===== config.mk =====
export PLATFORM = sky130hd
export DESIGN_NAME = bcs_top
export DESIGN_NICKNAME = d
export VERILOG_FILES = /design/src/hw/bcs_pkg.sv /design/src/hw/bcs_top.sv
export VERILOG_INCLUDE_DIRS = /design/src /design/src/hw
export SDC_FILE = /design/constraint.sdc
export NUM_CORES = 1
export LEC_CHECK = 0
export ABC_CLOCK_PERIOD_IN_PS = 2500
export BUFFER_PORTS_ARGS = -buffer_cell sky130_fd_sc_hd__clkbuf_2
export CAP_MARGIN = 20
export CORE_MARGIN = 1
export CORE_UTILIZATION = 45
export CTS_CLUSTER_DIAMETER = 30
export CTS_CLUSTER_SIZE = 20
export DETAILED_ROUTE_END_ITERATION = 7
export PLACE_DENSITY = 0.73
export SETUP_SLACK_MARGIN = 0.15
export SLEW_MARGIN = 40
export SYNTH_ARGS = -nofsm -noshare
export SYNTH_HDL_FRONTEND = slang
export SYNTH_SLANG_ARGS = --single-unit

===== constraint.sdc =====
create_clock -name clock_in -period 2.5 [get_ports clock_in]
set_input_delay 0.375 -clock clock_in [delete_from_list [all_inputs] [get_ports clock_in]]
set_output_delay 0.375 -clock clock_in [all_outputs]
set_load 0.02 [all_outputs]

===== src/hw/bcs_regs.svh =====
// Constants of the battery charge supervisor: offsets, fields, resets, timing.
// Assumes 8-bit converter codes for the analog senses; higher code = hotter.
// Overview of operation
// - Watch id and thermistor senses for insertion.
// - Classify pack from id code windows.
// - Fast window is 10 to 40 degrees.
// - Valid pack in window: fast rate, red.
// - Outside window below 60: slow, red.
// - Fast ends at three hours or 45.
// - Final slow rate: red off, green on.
// - Radio present adds compensation current.
// - Transmit commands 1.5 amps, then restores.
// - Radio on when power sense near 7.5V.
// - Mic line picks family after power-on.
// - Open serial link in family protocol.
// - Linked radio hands over volume, monitor, push-to-talk.
// - Buttons step volume, five level lamps.
// - Either monitor button invokes monitor.
// - External mic button keys transmit.
// - Forward radio display text to mic.
// - Blink lowest lamp while on-channel.
`ifndef BCS_REGS_SVH
`define BCS_REGS_SVH
`define BCS_OFF_CTRL    8'h00
`define BCS_OFF_COMP    8'h04
`define BCS_OFF_STATUS  8'h08
`define BCS_OFF_CURRENT 8'h0c
`define BCS_CTRL_CHG_EN  0
`define BCS_CTRL_COMP_EN 1
`define BCS_CTRL_RESET  2'h3
`define BCS_COMP_RESET  12'h0c8
`define BCS_ID51_LO 8'h38
`define BCS_ID51_HI 8'h48
`define BCS_ID10_LO 8'h60
`define BCS_ID10_HI 8'h70
`define BCS_ID18_LO 8'h88
`define BCS_ID18_HI 8'h98
`define BCS_T10 8'h40
`define BCS_T40 8'h70
`define BCS_T45 8'h78
`define BCS_T60 8'h90
`define BCS_PWR_ON 8'hbf
`define BCS_FAST_MA 12'h320
`define BCS_SLOW_MA 12'h064
`define BCS_TX_MA   12'h5dc
`define BCS_HALF_SEC_NS 500000000
`define BCS_CLK_NS 10
`define BCS_FAST_SEC 10800
`define BCS_HELLO_A 8'ha1
`define BCS_HELLO_B 8'hb1
`define BCS_ACK     8'h5a
`define BCS_CMD_VOL 3'h1
`define BCS_CMD_MON 3'h2
`define BCS_CMD_PTT 3'h3
`define BCS_ST_RADIO 3'h4
`define BCS_RETRY_CYC 16'h2710
`endif


===== src/hw/bcs_pkg.sv =====
// Types of the battery charge supervisor.
// Assumes bcs_regs.svh holds the design numbers; the state and class encodings stand here.
package bcs_pkg;
	typedef enum logic [4:0] {
		BCS_CH_IDLE = 5'h01,
		BCS_CH_SLOW = 5'h02,
		BCS_CH_FAST = 5'h04,
		BCS_CH_DONE = 5'h08,
		BCS_CH_OFF  = 5'h10
	} bcs_chg_t;
	typedef enum logic [3:0] {
		BCS_LK_OFF   = 4'h1,
		BCS_LK_SENSE = 4'h2,
		BCS_LK_HELLO = 4'h4,
		BCS_LK_UP    = 4'h8
	} bcs_link_t;
	typedef enum logic [1:0] {
		BCS_ID_NONE = 2'h0,
		BCS_ID_MED  = 2'h1,
		BCS_ID_HIGH = 2'h2,
		BCS_ID_UHI  = 2'h3
	} bcs_id_t;
	// Front-panel lamps.
	typedef struct packed {
		logic       red;
		logic       green;
		logic [4:0] vol;
	} bcs_ind_t;
	// Operator controls.
	typedef struct packed {
		logic vol_up;
		logic vol_down;
		logic mon_panel;
		logic mon_mic;
		logic ptt;
	} bcs_btn_t;
endpackage


===== src/hw/bcs_top.sv =====
// Battery charge supervisor: charger control, radio sensing, serial link, AXI4-Lite.
// Assumes converted sense codes and button levels synchronous to clock_in.
`timescale 1ns/1ps
`include "bcs_regs.svh"
module bcs_top #(
	parameter int HALF_SEC_CYC = `BCS_HALF_SEC_NS / `BCS_CLK_NS,
	parameter int FAST_HALVES  = 2 * `BCS_FAST_SEC
) (
	// Clock and reset.
	input  wire logic              clock_in,
	input  wire logic              rst_n_in,
	// Analog senses as converter codes.
	input  wire logic [7:0]        id_code_in,
	input  wire logic [7:0]        temp_code_in,
	input  wire logic [7:0]        pwr_code_in,
	input  wire logic              mic_line_in,
	// Operator controls.
	input  wire bcs_pkg::bcs_btn_t btn_in,
	// Serial link to the radio processor.
	output logic                   link_tx_valid_out,
	output logic [7:0]             link_tx_data_out,
	input  wire logic              link_tx_ready_in,
	input  wire logic              link_rx_valid_in,
	input  wire logic [8:0]        link_rx_data_in,
	// Display microphone echo.
	output logic                   disp_valid_out,
	output logic [7:0]             disp_data_out,
	// Charger and lamps.
	output logic [11:0]            charge_ma_out,
	output bcs_pkg::bcs_ind_t      ind_out,
	// AXI4-Lite slave.
	input  wire logic [7:0]        s_axi_awaddr,
	input  wire logic              s_axi_awvalid,
	output logic                   s_axi_awready,
	input  wire logic [31:0]       s_axi_wdata,
	input  wire logic [3:0]        s_axi_wstrb,
	input  wire logic              s_axi_wvalid,
	output logic                   s_axi_wready,
	output logic [1:0]             s_axi_bresp,
	output logic                   s_axi_bvalid,
	input  wire logic              s_axi_bready,
	input  wire logic [7:0]        s_axi_araddr,
	input  wire logic              s_axi_arvalid,
	output logic                   s_axi_arready,
	output logic [31:0]            s_axi_rdata,
	output logic [1:0]             s_axi_rresp,
	output logic                   s_axi_rvalid,
	input  wire logic              s_axi_rready
);

	// Pack class from the identification code window.
	function automatic bcs_pkg::bcs_id_t id_class(input logic [7:0] c);
		if (c >= `BCS_ID51_LO && c <= `BCS_ID51_HI) begin
			return bcs_pkg::BCS_ID_MED;
		end else if (c >= `BCS_ID10_LO && c <= `BCS_ID10_HI) begin
			return bcs_pkg::BCS_ID_HIGH;
		end else if (c >= `BCS_ID18_LO && c <= `BCS_ID18_HI) begin
			return bcs_pkg::BCS_ID_UHI;
		end
		return bcs_pkg::BCS_ID_NONE;
	endfunction

	bcs_pkg::bcs_chg_t  chg_q;
	bcs_pkg::bcs_link_t lk_q;
	bcs_pkg::bcs_id_t   id_now;
	logic        in_win, too_hot, fast_hot, chg_ok, radio_on;
	logic [31:0] tick_q;
	logic        half_q, blink_q;
	logic [15:0] fast_q;
	logic [1:0]  ctrl_q;
	logic [11:0] comp_q;
	logic        family_q, rx_tx_q, rx_on_q;
	logic [15:0] retry_q;
	logic [2:0]  vol_q, sent_vol_q;
	logic        sent_mon_q, sent_ptt_q, mon_now, up_q, dn_q;

	// Senses decoded every cycle so insertion and removal are seen at once.
	assign id_now   = id_class(id_code_in);
	assign in_win   = temp_code_in >= `BCS_T10 && temp_code_in <= `BCS_T40;
	assign fast_hot = temp_code_in >= `BCS_T45;
	assign too_hot  = temp_code_in >= `BCS_T60;
	assign chg_ok   = id_now != bcs_pkg::BCS_ID_NONE && !too_hot && ctrl_q[`BCS_CTRL_CHG_EN];
	assign radio_on = pwr_code_in >= `BCS_PWR_ON;
	assign mon_now  = btn_in.mon_panel | btn_in.mon_mic;

	// Half-second tick drives both the fast-charge timer and the blink.
	always_ff @(posedge clock_in) begin
		if (!rst_n_in) begin
			tick_q  <= 32'h0;
			half_q  <= 1'b0;
			blink_q <= 1'b0;
		end else begin
			half_q <= tick_q == 32'(HALF_SEC_CYC - 1);
			if (tick_q == 32'(HALF_SEC_CYC - 1)) begin
				tick_q  <= 32'h0;
				blink_q <= ~blink_q;
			end else begin
				tick_q <= tick_q + 32'h1;
			end
		end
	end

	// Charge state machine; removal always wins, overheat wins in all but BCS_CH_DONE.
	always_ff @(posedge clock_in) begin
		if (!rst_n_in) begin
			chg_q  <= bcs_pkg::BCS_CH_IDLE;
			fast_q <= 16'h0;
		end else begin
			case (chg_q)
				bcs_pkg::BCS_CH_IDLE, bcs_pkg::BCS_CH_OFF: begin
					fast_q <= 16'h0;
					if (chg_ok) begin
						chg_q <= in_win ? bcs_pkg::BCS_CH_FAST : bcs_pkg::BCS_CH_SLOW;
					end else begin
						chg_q <= bcs_pkg::BCS_CH_OFF;
					end
				end
				bcs_pkg::BCS_CH_SLOW: begin
					if (!chg_ok) begin
						chg_q <= bcs_pkg::BCS_CH_OFF;
					end else if (in_win) begin
						chg_q <= bcs_pkg::BCS_CH_FAST;
					end
				end
				bcs_pkg::BCS_CH_FAST: begin
					if (half_q) begin
						fast_q <= fast_q + 16'h1;
					end
					if (!chg_ok) begin
						chg_q <= bcs_pkg::BCS_CH_OFF;
					end else if (fast_hot || fast_q >= 16'(FAST_HALVES)) begin
						chg_q <= bcs_pkg::BCS_CH_DONE;
					end
				end
				bcs_pkg::BCS_CH_DONE: begin
					// Held until the pack leaves; a hot pack only pauses current and the green lamp.
					if (id_now == bcs_pkg::BCS_ID_NONE) begin
						chg_q <= bcs_pkg::BCS_CH_OFF;
					end
				end
				default: chg_q <= bcs_pkg::BCS_CH_IDLE;
			endcase
		end
	end

	// Commanded current and charge lamps, registered.
	always_ff @(posedge clock_in) begin
		if (!rst_n_in) begin
			charge_ma_out <= 12'h0;
			ind_out.red   <= 1'b0;
			ind_out.green <= 1'b0;
		end else begin
			// Gated by chg_ok so the lamp drops in the same cycle as the current.
			ind_out.red   <= (chg_q == bcs_pkg::BCS_CH_FAST || chg_q == bcs_pkg::BCS_CH_SLOW)
				&& chg_ok;
			ind_out.green <= chg_q == bcs_pkg::BCS_CH_DONE && !too_hot;
			if (!chg_ok || chg_q == bcs_pkg::BCS_CH_OFF || chg_q == bcs_pkg::BCS_CH_IDLE) begin
				charge_ma_out <= 12'h0;
			end else if (radio_on && rx_tx_q) begin
				charge_ma_out <= `BCS_TX_MA;
			end else begin
				charge_ma_out <= (chg_q == bcs_pkg::BCS_CH_FAST ? `BCS_FAST_MA : `BCS_SLOW_MA)
					+ ((radio_on && ctrl_q[`BCS_CTRL_COMP_EN]) ? comp_q : 12'h0);
			end
		end
	end

	// Link bring-up: sense family, say hello, wait for the answer.
	always_ff @(posedge clock_in) begin
		if (!rst_n_in) begin
			lk_q     <= bcs_pkg::BCS_LK_OFF;
			family_q <= 1'b0;
			retry_q  <= 16'h0;
		end else if (!radio_on) begin
			lk_q <= bcs_pkg::BCS_LK_OFF;
		end else begin
			case (lk_q)
				bcs_pkg::BCS_LK_OFF: lk_q <= bcs_pkg::BCS_LK_SENSE;
				bcs_pkg::BCS_LK_SENSE: begin
					family_q <= mic_line_in;
					retry_q  <= 16'h0;
					lk_q     <= bcs_pkg::BCS_LK_HELLO;
				end
				bcs_pkg::BCS_LK_HELLO: begin
					// A silent radio is greeted again after the retry time.
					retry_q <= retry_q == `BCS_RETRY_CYC ? 16'h0 : retry_q + 16'h1;
					if (link_rx_valid_in && link_rx_data_in == {1'b0, `BCS_ACK}) begin
						lk_q <= bcs_pkg::BCS_LK_UP;
					end
				end
				bcs_pkg::BCS_LK_UP: lk_q <= bcs_pkg::BCS_LK_UP;
				default: lk_q <= bcs_pkg::BCS_LK_OFF;
			endcase
		end
	end

	// Radio status words and display echo.
	always_ff @(posedge clock_in) begin
		if (!rst_n_in) begin
			rx_tx_q        <= 1'b0;
			rx_on_q        <= 1'b0;
			disp_valid_out <= 1'b0;
			disp_data_out  <= 8'h0;
		end else begin
			disp_valid_out <= 1'b0;
			if (lk_q != bcs_pkg::BCS_LK_UP) begin
				rx_tx_q <= 1'b0;
				rx_on_q <= 1'b0;
			end else if (link_rx_valid_in && link_rx_data_in[8]) begin
				disp_valid_out <= 1'b1;
				disp_data_out  <= link_rx_data_in[7:0];
			end else if (link_rx_valid_in && link_rx_data_in[7:5] == `BCS_ST_RADIO) begin
				rx_tx_q <= link_rx_data_in[1];
				rx_on_q <= link_rx_data_in[0];
			end
		end
	end

	// Volume stepping on button edges, only while the console holds control.
	always_ff @(posedge clock_in) begin
		if (!rst_n_in) begin
			vol_q <= 3'h3;
			up_q  <= 1'b0;
			dn_q  <= 1'b0;
		end else begin
			up_q <= btn_in.vol_up;
			dn_q <= btn_in.vol_down;
			if (lk_q == bcs_pkg::BCS_LK_UP) begin
				if (btn_in.vol_up && !up_q && vol_q != 3'h5) begin
					vol_q <= vol_q + 3'h1;
				end else if (btn_in.vol_down && !dn_q && vol_q != 3'h0) begin
					vol_q <= vol_q - 3'h1;
				end
			end
		end
	end

	// Volume lamps as a bar; the bottom lamp blinks while on-channel.
	always_ff @(posedge clock_in) begin
		if (!rst_n_in) begin
			ind_out.vol <= 5'h0;
		end else begin
			ind_out.vol <= 5'((6'h1 << vol_q) - 6'h1);
			if (rx_on_q) begin
				ind_out.vol[0] <= blink_q;
			end
		end
	end

	// Outgoing words: hello, then any control that differs from what was sent.
	always_ff @(posedge clock_in) begin
		if (!rst_n_in) begin
			link_tx_valid_out <= 1'b0;
			link_tx_data_out  <= 8'h0;
			sent_vol_q        <= 3'h7;
			sent_mon_q        <= 1'b0;
			sent_ptt_q        <= 1'b0;
		end else if (link_tx_valid_out) begin
			if (link_tx_ready_in) begin
				link_tx_valid_out <= 1'b0;
			end
		end else if (lk_q == bcs_pkg::BCS_LK_HELLO && retry_q == 16'h0) begin
			link_tx_valid_out <= 1'b1;
			link_tx_data_out  <= family_q ? `BCS_HELLO_A : `BCS_HELLO_B;
			sent_vol_q        <= 3'h7;
			sent_mon_q        <= 1'b0;
			sent_ptt_q        <= 1'b0;
		end else if (lk_q == bcs_pkg::BCS_LK_UP) begin
			if (sent_ptt_q != btn_in.ptt) begin
				link_tx_valid_out <= 1'b1;
				link_tx_data_out  <= {`BCS_CMD_PTT, 4'h0, btn_in.ptt};
				sent_ptt_q        <= btn_in.ptt;
			end else if (sent_mon_q != mon_now) begin
				link_tx_valid_out <= 1'b1;
				link_tx_data_out  <= {`BCS_CMD_MON, 4'h0, mon_now};
				sent_mon_q        <= mon_now;
			end else if (sent_vol_q != vol_q) begin
				link_tx_valid_out <= 1'b1;
				link_tx_data_out  <= {`BCS_CMD_VOL, 2'h0, vol_q};
				sent_vol_q        <= vol_q;
			end
		end
	end

	// AXI4-Lite write: address and data latched in either order.
	logic       aw_have_q, w_have_q;
	logic [7:0] aw_q;
	logic [31:0] w_q;
	logic [3:0] ws_q;
	assign s_axi_awready = !aw_have_q && !s_axi_bvalid;
	assign s_axi_wready  = !w_have_q && !s_axi_bvalid;
	always_ff @(posedge clock_in) begin
		if (!rst_n_in) begin
			aw_have_q    <= 1'b0;
			w_have_q     <= 1'b0;
			aw_q         <= 8'h0;
			w_q          <= 32'h0;
			ws_q         <= 4'h0;
			s_axi_bvalid <= 1'b0;
			s_axi_bresp  <= 2'h0;
			ctrl_q       <= `BCS_CTRL_RESET;
			comp_q       <= `BCS_COMP_RESET;
		end else begin
			if (s_axi_awvalid && s_axi_awready) begin
				aw_have_q <= 1'b1;
				aw_q      <= s_axi_awaddr;
			end
			if (s_axi_wvalid && s_axi_wready) begin
				w_have_q <= 1'b1;
				w_q      <= s_axi_wdata;
				ws_q     <= s_axi_wstrb;
			end
			if (aw_have_q && w_have_q) begin
				aw_have_q    <= 1'b0;
				w_have_q     <= 1'b0;
				s_axi_bvalid <= 1'b1;
				s_axi_bresp  <= 2'h0;
				case ({aw_q[7:2], 2'h0})
					`BCS_OFF_CTRL: begin
						if (ws_q[0]) begin
							ctrl_q <= w_q[1:0];
						end
					end
					`BCS_OFF_COMP: begin
						if (ws_q[0]) begin
							comp_q[7:0] <= w_q[7:0];
						end
						if (ws_q[1]) begin
							comp_q[11:8] <= w_q[11:8];
						end
					end
					`BCS_OFF_STATUS, `BCS_OFF_CURRENT: s_axi_bresp <= 2'h0;
					default: s_axi_bresp <= 2'h2;
				endcase
			end else if (s_axi_bvalid && s_axi_bready) begin
				s_axi_bvalid <= 1'b0;
			end
		end
	end

	// AXI4-Lite read: one cycle to the answer; unmapped reads return an error.
	assign s_axi_arready = !s_axi_rvalid;
	always_ff @(posedge clock_in) begin
		if (!rst_n_in) begin
			s_axi_rvalid <= 1'b0;
			s_axi_rdata  <= 32'h0;
			s_axi_rresp  <= 2'h0;
		end else if (s_axi_arvalid && s_axi_arready) begin
			s_axi_rvalid <= 1'b1;
			s_axi_rresp  <= 2'h0;
			case ({s_axi_araddr[7:2], 2'h0})
				`BCS_OFF_CTRL:    s_axi_rdata <= {30'h0, ctrl_q};
				`BCS_OFF_COMP:    s_axi_rdata <= {20'h0, comp_q};
				`BCS_OFF_STATUS:  s_axi_rdata <= {12'h0, rx_on_q, rx_tx_q, family_q, radio_on,
					1'b0, vol_q, lk_q, id_now, 1'b0, chg_q};
				`BCS_OFF_CURRENT: s_axi_rdata <= {20'h0, charge_ma_out};
				default: begin
					s_axi_rdata <= 32'h0;
					s_axi_rresp <= 2'h2;
				end
			endcase
		end else if (s_axi_rready) begin
			s_axi_rvalid <= 1'b0;
		end
	end

endmodule


# After elaboration in Yosys (flattened, before gate mapping)
# Cells that the tools add are included.
[classes] shifts=1 muxes=60 eq_ne=31 n_addsub=7 reduce_logical=76 bitwise=6 order_cmp=12
[op_table] operator="$pmux 20 s4" n=1
[op_table] operator="$pmux 16 s2" n=2
[op_table] operator="$mux 8" n=5
[op_table] operator="$mux 5" n=7
[op_table] operator="$add 16x1->16 const B" n=2
[op_table] operator="$add 32x1->32 const B" n=1
[op_table] operator="$eq 32x26->1 const B" n=1
[op_table] operator="$mux 16" n=2
[op_table] operator="$logic_and 1x1->1" n=25
[op_table] operator="$eq 6x2->1 const B" n=4
[op_table] operator="$ge 8x7->1 const B" n=3
[op_table] operator="$ge 8x8->1 const B" n=3
[op_table] operator="$le 8x7->1 const B" n=3
[op_table] operator="$mux 3" n=8
[op_table] operator="$mux 1" n=23
[op_table] operator="$pmux 5 s4" n=1
[op_table] operator="$reduce_bool 2->1" n=10
[op_table] operator="$reduce_and 3->1" n=6
[op_table] operator="$eq 16x14->1 const B" n=1
[op_table] operator="$ge 16x15->1 const B" n=1
[op_table] operator="$logic_not 16->1" n=1
[op_table] operator="$pmux 4 s4" n=1
[op_table] operator="$reduce_and 2->1" n=7
[op_table] operator="$add 10x12->12" n=1
[op_table] operator="41 further kinds" n=74
[word_totals] word_cells=231 in_bits=100 output_inout_bits=78 register_bits=201

# Depth between registers and ports, before layout
# Gate-level depths: netlist of the first run.
[depth] depth_word=13 ltp_mapped=11 ltp_nobuf=10

# Worst setup path after synthesis of the first run
# Ideal clock, no wire load.
[synth_path] path_kind="input -> register" from="in pwr_code_in[3]" to="reg charge_ma_out[11]" path_buffers=1 setup_slack_ns=0.193 t_required_ns=2.408 setup_ns=0.092 path_stages=10 t_arrival_ns=2.215 path_cell_list="and4_1 -> a32o_1 -> clkbuf_1 -> and2_1 -> ha_1 -> nand4_1 -> a31oi_1 -> o21ai_0 -> xor2_1 -> nor4_1"
[synth_between] elab_chain_len=4 elab_cells_between_ends=6 cone_classes="add/sub (1); order compare (1); mux (1); reduce/logical (3)"
[synth_lines] element="start: declaration" line_no="bcs_top.sv:15" text="input wire logic [7:0] pwr_code_in,"
[synth_lines] element="$ge 8x8->1 (no source line) *"
[synth_lines] element="$logic_and 1x1->1" line_no="bcs_top.sv:163" text="+ ((radio_on && ctrl_q[`BCS_CTRL_COMP_EN]) ? comp_q : 12'h0);"
[synth_lines] element="$mux 12" line_no="bcs_top.sv:163"
[synth_lines] element="$add 10x12->12" line_no="bcs_top.sv:162" text="charge_ma_out <= (chg_q == bcs_pkg::BCS_CH_FAST ? `BCS_FAST_MA : `BCS_SLOW_MA)"
[synth_lines] element="end signal: assignment" line_no="bcs_top.sv:160" text="charge_ma_out <= `BCS_TX_MA;"
[synth_lines] element="end signal: assignment" line_no="bcs_top.sv:162"
[synth_lines] element="end: declaration" line_no="bcs_top.sv:29" text="output logic [11:0] charge_ma_out,"
# Mark *: on every way between the ends. The rest lies on a longest branch, timed or not.
# A chain may end at the register's enable or synchronous reset.

# Worst setup path in the final report of the first run
[layout_path] from="reg ctrl_q[1]" to="reg charge_ma_out[11]"
[layout_between] elab_chain_len=3
[layout_lines] element="start: declaration" line_no="bcs_top.sv:70" text="logic [1:0] ctrl_q;"
[layout_lines] element="start signal: assignment" line_no="bcs_top.sv:301" text="ctrl_q <= `BCS_CTRL_RESET;"
[layout_lines] element="start signal: assignment" line_no="bcs_top.sv:321" text="ctrl_q <= w_q[1:0];"
[layout_lines] element="$logic_and 1x1->1" line_no="bcs_top.sv:163"
[layout_lines] element="$mux 12" line_no="bcs_top.sv:163"
[layout_lines] element="$add 10x12->12" line_no="bcs_top.sv:162"
# No other way between the ends.

==> reports/results.ini, run 1 <==
[die]
die_area_sq_mm=0.0197
ios=178
core_area_sq_mm=0.0188
initial_core_util_pct=45.9
die_h_um=140
num_rows=50
die_w_um=140

[sta]
hold_viol=0
worst_slack_ns=0.306
min_period_ns=2.19
min_period_over_period_pct=87.8
finalSetupTns_ns=0
slew_headroom_pct=55.9
max_freq_mhz=456
slew_violations=0
setup_violations=0
rsz0062_at_grt=true
worstMarginPinSlew_ns=0.662
final.setup_skew_ns=0.0104

[worst_hold_path]
hp-start=s_axi_rready
hold_end=s_axi_rvalid
hold_depth=2
hold_path.class=in2reg

[worst_setup_path]
crit_type=reg2reg
crit_start=ctrl_q[1]
cp_max_fo=9
start_kind=register
r2r_start=ctrl_q[1]
crit_arrival_ns=2.54
required_ns=2.84
r2r_end=charge_ma_out[11]
rrSetupSlack_ns=0.31
cp-end-kind=register
ff2ff_path_depth=9

[placed_design]
portBuffers=135
dp_hpwl_um=15200
pre_cts_ws_ns=0.0267
gp_congestion=0.875

[synth]
syn-instance-count=1015
syn-cell-area_sq_mm=0.00862
synth_edf_count=0
synth_area_per_cell_sq_um=8.49
ys_warn_count=0
async_reset_ff_share_pct=0
synth_flop_cell=dfxtp_1
synth_cell_type_count=70
ys_seq_elements=183
synth_seq_area_share_pct=42.5

[clock_tree]
cts.sinks=183
cts_buffers=17
clockBufferDepth=2
clkLatencyLatePin_ns=0.43
cts-root-buf=clkbuf_16
htree_levels=4
path_clk_slew_ns=0.07
tritoncts=built

[power]
p_sw_mw=1.56
p_int_mw=4.74
vdd_drop_max_uv=469
seqPwrFrac_pct=47.8
leakage_nw=4.08
clkPwrFrac_pct=42.9
combPwrFrac_pct=9.3
powerDensity_mw_per_mm2=614
sw_frac_of_total_pct=24.8

[grt]
gr-usage-all-layers_pct=21.5
antenna_found_initial=0
grt_max_degree=38
grt_overflow_total=0
grt.busiest_layer=met2
grtUsageMet2_pct=35.6
grt_pass1_vias=7084
met3_usage_pct=4.00
grt_pass1_wl_um=34000
grt_use_met1_pct=27.7

[drt]
first_pass_iters=5
antenna_violating_nets_post_route=0
wl_per_cell_um=14.8
viasPerCell=5.55
wl_um=20900
num_vias=7791
drt_iter0_drc=428
drc=0

[finish]
drive_above_1_share_pct=19.8
num-nets-final=1270
mostFrequentLayoutCell=dfxtp_1
final_cell_mix=dfxtp_1 (183), nor2_1 (144), clkbuf_2 (135)
area_delta_synth_final_pct=19.1
diodes=0

[run_status]
status=completed

[job]
cap_violations=0

power groups by stage:
stage          Combinational (mW)  Clock (mW)  Sequential, mW
4_1_cts                     0.581        2.76            3.01
3_5_place_dp                0.578           0            3.08
2_1_floorplan               0.380           0            3.07
5_1_grt                     0.643        2.87            3.02
3_3_place_gp                0.568           0            3.08
6_report                    0.586        2.71            3.01
layout make-up:
cell class,instances,area [sq um]
well taps,234,293
repair buffers,175,1000
inverters,25,93.8
flip-flops and latches,183,3660
multi-input cells,756,4620
clock buffers,20,457
fillers,1761,8500
clock inverters,12,139
worst max path at each step:
| stage | endpoint | slack (ns) | cells past startpoint |
|---|---|---|---|
| 2_1_floorplan | charge_ma_out[11] | 0.19 | 10 |
| 3_3_place_gp | charge_ma_out[11] | 0.08 | 10 |
| 3_5_place_dp | charge_ma_out[11] | 0.03 | 10 |
| 4_1_cts | charge_ma_out[11] | 0.19 | 9 |
| 5_1_grt | fast_q[15] | 0.14 | 6 |
| 6_report | charge_ma_out[11] | 0.31 | 9 |
Yosys cell counts (7+ instances only):
cell type / number / area (sq um)
buf_4: 17 / 128
clkbuf_1: 36 / 135
and4_1: 9 / 78.8
ha_1: 11 / 138
xor2_1: 34 / 298
and2_1: 14 / 87.6
dfxtp_1: 183 / 3660
nand2_1: 90 / 338
mux2_2: 8 / 90.1
buf_2: 9 / 45.0
nor4_1: 19 / 119
a22oi_1: 18 / 135
a21oi_1: 69 / 345
nor2_1: 144 / 541
nand2b_1: 9 / 56.3
xnor2_1: 24 / 210
nor2b_1: 7 / 43.8
nor3_1: 22 / 110
o211ai_1: 8 / 60.1
nand4_1: 31 / 194
o21ai_0: 37 / 185
or3_1: 17 / 106
mux2i_1: 37 / 370
nor4b_1: 9 / 78.8
inv_1: 24 / 90.1
nand3_1: 32 / 160
and3_1: 10 / 62.6
routing by layer:
metal	wire [um]	up-vias	part of all wire [%]
met5	0	-	0
met1	9460	3656	45
met2	9760	224	47
met4	484	0	2.3
met3	1150	31	5.5
li1	-	3880	-
worst max-delay path, stage by stage (launching register included):
cell and delay [ns]:
dfxtp_1 0.33, and4_1 0.15, a32o_2 0.29, and2_1 0.21, ha_4 0.28, nand4_1 0.19
a31oi_1 0.22, o21ai_0 0.12, xor2_1 0.16, nor4_1 0.15
stage by stage:
stage          utilization, %  std cells  hold slack (ns)  power, mW  area (sq um)
2_1_floorplan               -       1030            0.422       3.45          8680
3_3_place_gp             51.4       1372            0.439       3.65          9650
3_5_place_dp             51.4       1372            0.444       3.66          9650
4_1_cts                  54.6       1404            0.119       6.35         10200
5_1_grt                  54.7       1405            0.118       6.53         10300
6_report                 54.7       1405            0.132       6.30         10300
logic make-up (layout without fill, tap and decap cells):
family                     after synthesis  after routing  share of synthesized area (%)
buffers and inverters                   91            232                           4.83
adders and majority gates               13             13                           1.94
other                                    1             16                         0.0435
AOI/OAI and AO/OA                      186            186                           13.7
and+or+nand+nor                        436            436                           25.2
muxes                                   47             47                           5.91
xor gates and xnor gates                58             58                           5.89
DFF                                    183            183                           42.5
sequential cells by signal, indices dropped and copies added, names as in the netlist, 4 cells and up:
name and cells:
aw_q 6, tick_q 32, s_axi_rdata 19, fast_q 16, ind_out 7, charge_ma_out 12, link_tx_data_out 7, chg_q 5
disp_data_out 8, w_q 12, lk_q 4, comp_q 12, retry_q 16
timing repair:
item	CTS	global route
gates resized for setup	0	3
hold buffers	0	0
setup endpoints to repair	0	5
setup buffers	0	1
Note: power is estimated with default switching activity, not from simulation.
==> inputs of run 2 (changes only) <==
Settings changed: CELL_PAD_IN_SITES_DETAIL_PLACEMENT from default to 2, CELL_PAD_IN_SITES_GLOBAL_PLACEMENT from default to 2, CORE_UTILIZATION 45 to 32, PLACE_DENSITY 0.73 to 0.84.
==> run 2 against run 1 <==
The flow now finishes with violations (DRC). Die area up 40%. Clock power up 2%. Clock-buffer cell count down 1. Sequential share of layout area down 0.50 points. Critical path depth unchanged. Highest routed layer unchanged.
==> reports/results.ini, run 2 (same netlist as run 1, synthesis figures left out) <==
[finish]
reg_top3=tick_q: 32 flops, s_axi_rdata: 19 flops  ; unchanged
mostFrequentLayoutCell=dfxtp_1  ; unchanged
area_delta_synth_final_pct=20.9  ; was 19.1%
top_register=tick_q  ; unchanged
n_fill_cell=2966  ; was 1,761
largest_reg_flops=32  ; unchanged
num-nets-final=1271  ; was 1,270
diodes=0  ; unchanged
final_cell_mix=dfxtp_1 (180), nor2_1 (144), clkbuf_2 (135)  ; was dfxtp_1 (183), nor2_1 (144), clkbuf_2 (135)
drive_above_1_share_pct=20.6  ; was 19.8%

[worst_setup_path]
crit_arrival_ns=2.73  ; was 2.54 ns
cp_slowest_cell=dfxtp_2  ; was dfxtp_1
r2r_end=charge_ma_out[11]  ; unchanged
critPathMaxStageDelay_ns=0.35  ; was 0.33 ns
ff2ff_path_depth=9  ; unchanged
required_ns=2.85  ; was 2.84 ns
cp-end-kind=register  ; unchanged
crit_start=ctrl_q[1]  ; unchanged
path_cells=and4_1 -> a32o_2 -> and2_4 -> ha_4 -> nand4_1 -> a31oi_1 -> o21ai_0 -> xor2_1 -> nor4_1  ; was and4_1 -> a32o_2 -> and2_1 -> ha_4 -> nand4_1 -> a31oi_1 -> o21ai_0 -> xor2_1 -> nor4_1
rrSetupSlack_ns=0.11  ; was 0.31 ns
r2r_start=ctrl_q[1]  ; unchanged
start_kind=register  ; unchanged
crit_type=reg2reg  ; unchanged
crit_end=charge_ma_out[11]  ; unchanged
cp_max_fo=8  ; was 9

[placed_design]
dp_hpwl_um=20400  ; was 15,200 um
gp_congestion=0.792  ; was 0.875
portBuffers=135  ; unchanged

[clock_tree]
cts_hold_buf=0  ; unchanged
cts.sinks=183  ; unchanged
clockBufferDepth=2  ; unchanged
cts-root-buf=clkbuf_16  ; unchanged
htree_levels=4  ; unchanged
clkLatencyLatePin_ns=0.44  ; was 0.43 ns
cts_buffers=17  ; unchanged
tritoncts=built  ; unchanged
path_clk_slew_ns=0.07  ; about the same

[die]
die_area_sq_mm=0.0276  ; was 0.0197 sq mm
num_rows=59  ; was 50
die_h_um=166  ; was 140 um
core_area_sq_mm=0.0263  ; was 0.0188 sq mm
ios=178  ; unchanged
die_w_um=166  ; was 140 um
initial_core_util_pct=32.8  ; was 45.9%

[sta]
max_freq_mhz=419  ; was 456 MHz
whs_ns=0.123  ; was 0.132 ns
finalSetupTns_ns=0  ; unchanged
worstMarginPinSlew_ns=0.666  ; was 0.662 ns
setup_violations=0  ; unchanged
min_period_over_period_pct=95.5  ; was 87.8%
slew_headroom_pct=55.0  ; was 55.9%
hold_viol=0  ; unchanged
rsz0062_at_grt=true  ; unchanged
min_period_ns=2.39  ; was 2.19 ns
final.setup_skew_ns=0.0112  ; was 0.0104 ns
slew_violations=0  ; unchanged

[power]
seqPwrFrac_pct=47.3  ; was 47.8%
p_int_mw=4.72  ; was 4.74 mW
sw_frac_of_total_pct=26.4  ; was 24.8%
combPwrFrac_pct=9.6  ; was 9.3%
clkPwrFrac_pct=43.1  ; was 42.9%
vdd_drop_max_uv=283  ; was 469 uV
leakage_nw=4.08  ; about the same
powerDensity_mw_per_mm2=615  ; was 614 mW/mm^2
finalPower_mw=6.41  ; was 6.30 mW
p_sw_mw=1.69  ; was 1.56 mW

[run_status]
status=complete, but fails checks  ; was completed
violations=DRC

[drt]
antenna_violating_nets_post_route=0  ; unchanged
viasPerCell=5.36  ; was 5.55
first_pass_iters=8  ; was 5
wl_um=28500  ; was 20,900 um
num_vias=8073  ; was 7,791
drt_iter0_drc=348  ; was 428
drc=14  ; was 0
wl_per_cell_um=18.9  ; was 14.8 um

[grt]
grt_overflow_total=0  ; unchanged
grt_max_degree=44  ; was 38
grt_pass1_wl_um=46300  ; was 34,000 um
gr-usage-all-layers_pct=20.9  ; was 21.5%
grt_pass1_vias=8675  ; was 7,084
antenna_found_initial=0  ; unchanged

[job]
cap_violations=0  ; unchanged

[worst_hold_path]
hold_path.class=in2reg  ; unchanged

-- run 2: power groups by stage --
stage	registers (mW)	clock network [mW]	logic, mW
floorplan	3.07	0	0.380
global placement	3.09	0	0.579
detailed placement	3.09	0	0.605
CTS	3.03	2.83	0.618
global route	3.04	2.93	0.679
finish	3.03	2.76	0.618
-- run 2: final cells by class --
cell class                 count  area [sq um]  share of cell area, %
clock buffer                  19           443                   4.25
clock inverter                13           145                   1.39
timing repair buffer         176          1010                   9.67
multi-input combinational    756          4650                   44.6
inverter                      25          93.8                  0.900
tap                          335           419                   4.02
sequential                   183          3670                   35.2
-- run 2: metrics by stage --
step / util [%] / std cells / setup WS, ns / instance area (sq um)
floorplan: - / 1030 / 0.193 / 8680
global placement: 37.2 / 1474 / 0.0517 / 9780
detailed placement: 37.2 / 1474 / -0.00324 / 9780
CTS: 39.5 / 1506 / 0.166 / 10400
global route: 39.7 / 1507 / -0.0737 / 10400
finish: 39.7 / 1507 / 0.112 / 10400
-- run 2: worst min path at each step --
stage | endpoint | slack (ns) | cells past startpoint | startpoint
after floorplan | charge_ma_out[0] | 0.42 | 2 | comp_q[0]
after global placement | ws_q[1] | 0.44 | 2 | ws_q[1]
after detailed placement | w_q[6] | 0.45 | 2 | w_q[6]
after CTS | s_axi_rvalid | 0.11 | 2 | s_axi_rready
after global routing | s_axi_rvalid | 0.12 | 2 | s_axi_rready
final | s_axi_rvalid | 0.12 | 2 | s_axi_rready
-- run 2: timing repair --
action                                  in CTS  in global routing
endpoints found under the setup margin       5                 18
buffers inserted                             0                  1
pin swaps                                    1                  6
gates resized for setup                      4                  9
-- run 2: worst max-delay path, delay by kind of cell (launching register included) --
family	cells	cell delay (ns)
compound gates	3	0.67
xor+xnor	1	0.18
fa+ha+maj	1	0.28
flops	1	0.35
simple gates	4	0.82
-- run 2: per-layer routing --
metal  global-route usage, %  vias up  wire [um]
met5                       0        -          0
met4                    7.03        0        668
met3                    3.65       40       1030
met2                    37.6      134      14500
met1                    25.0     4033      12300
li1                        -     3866          -
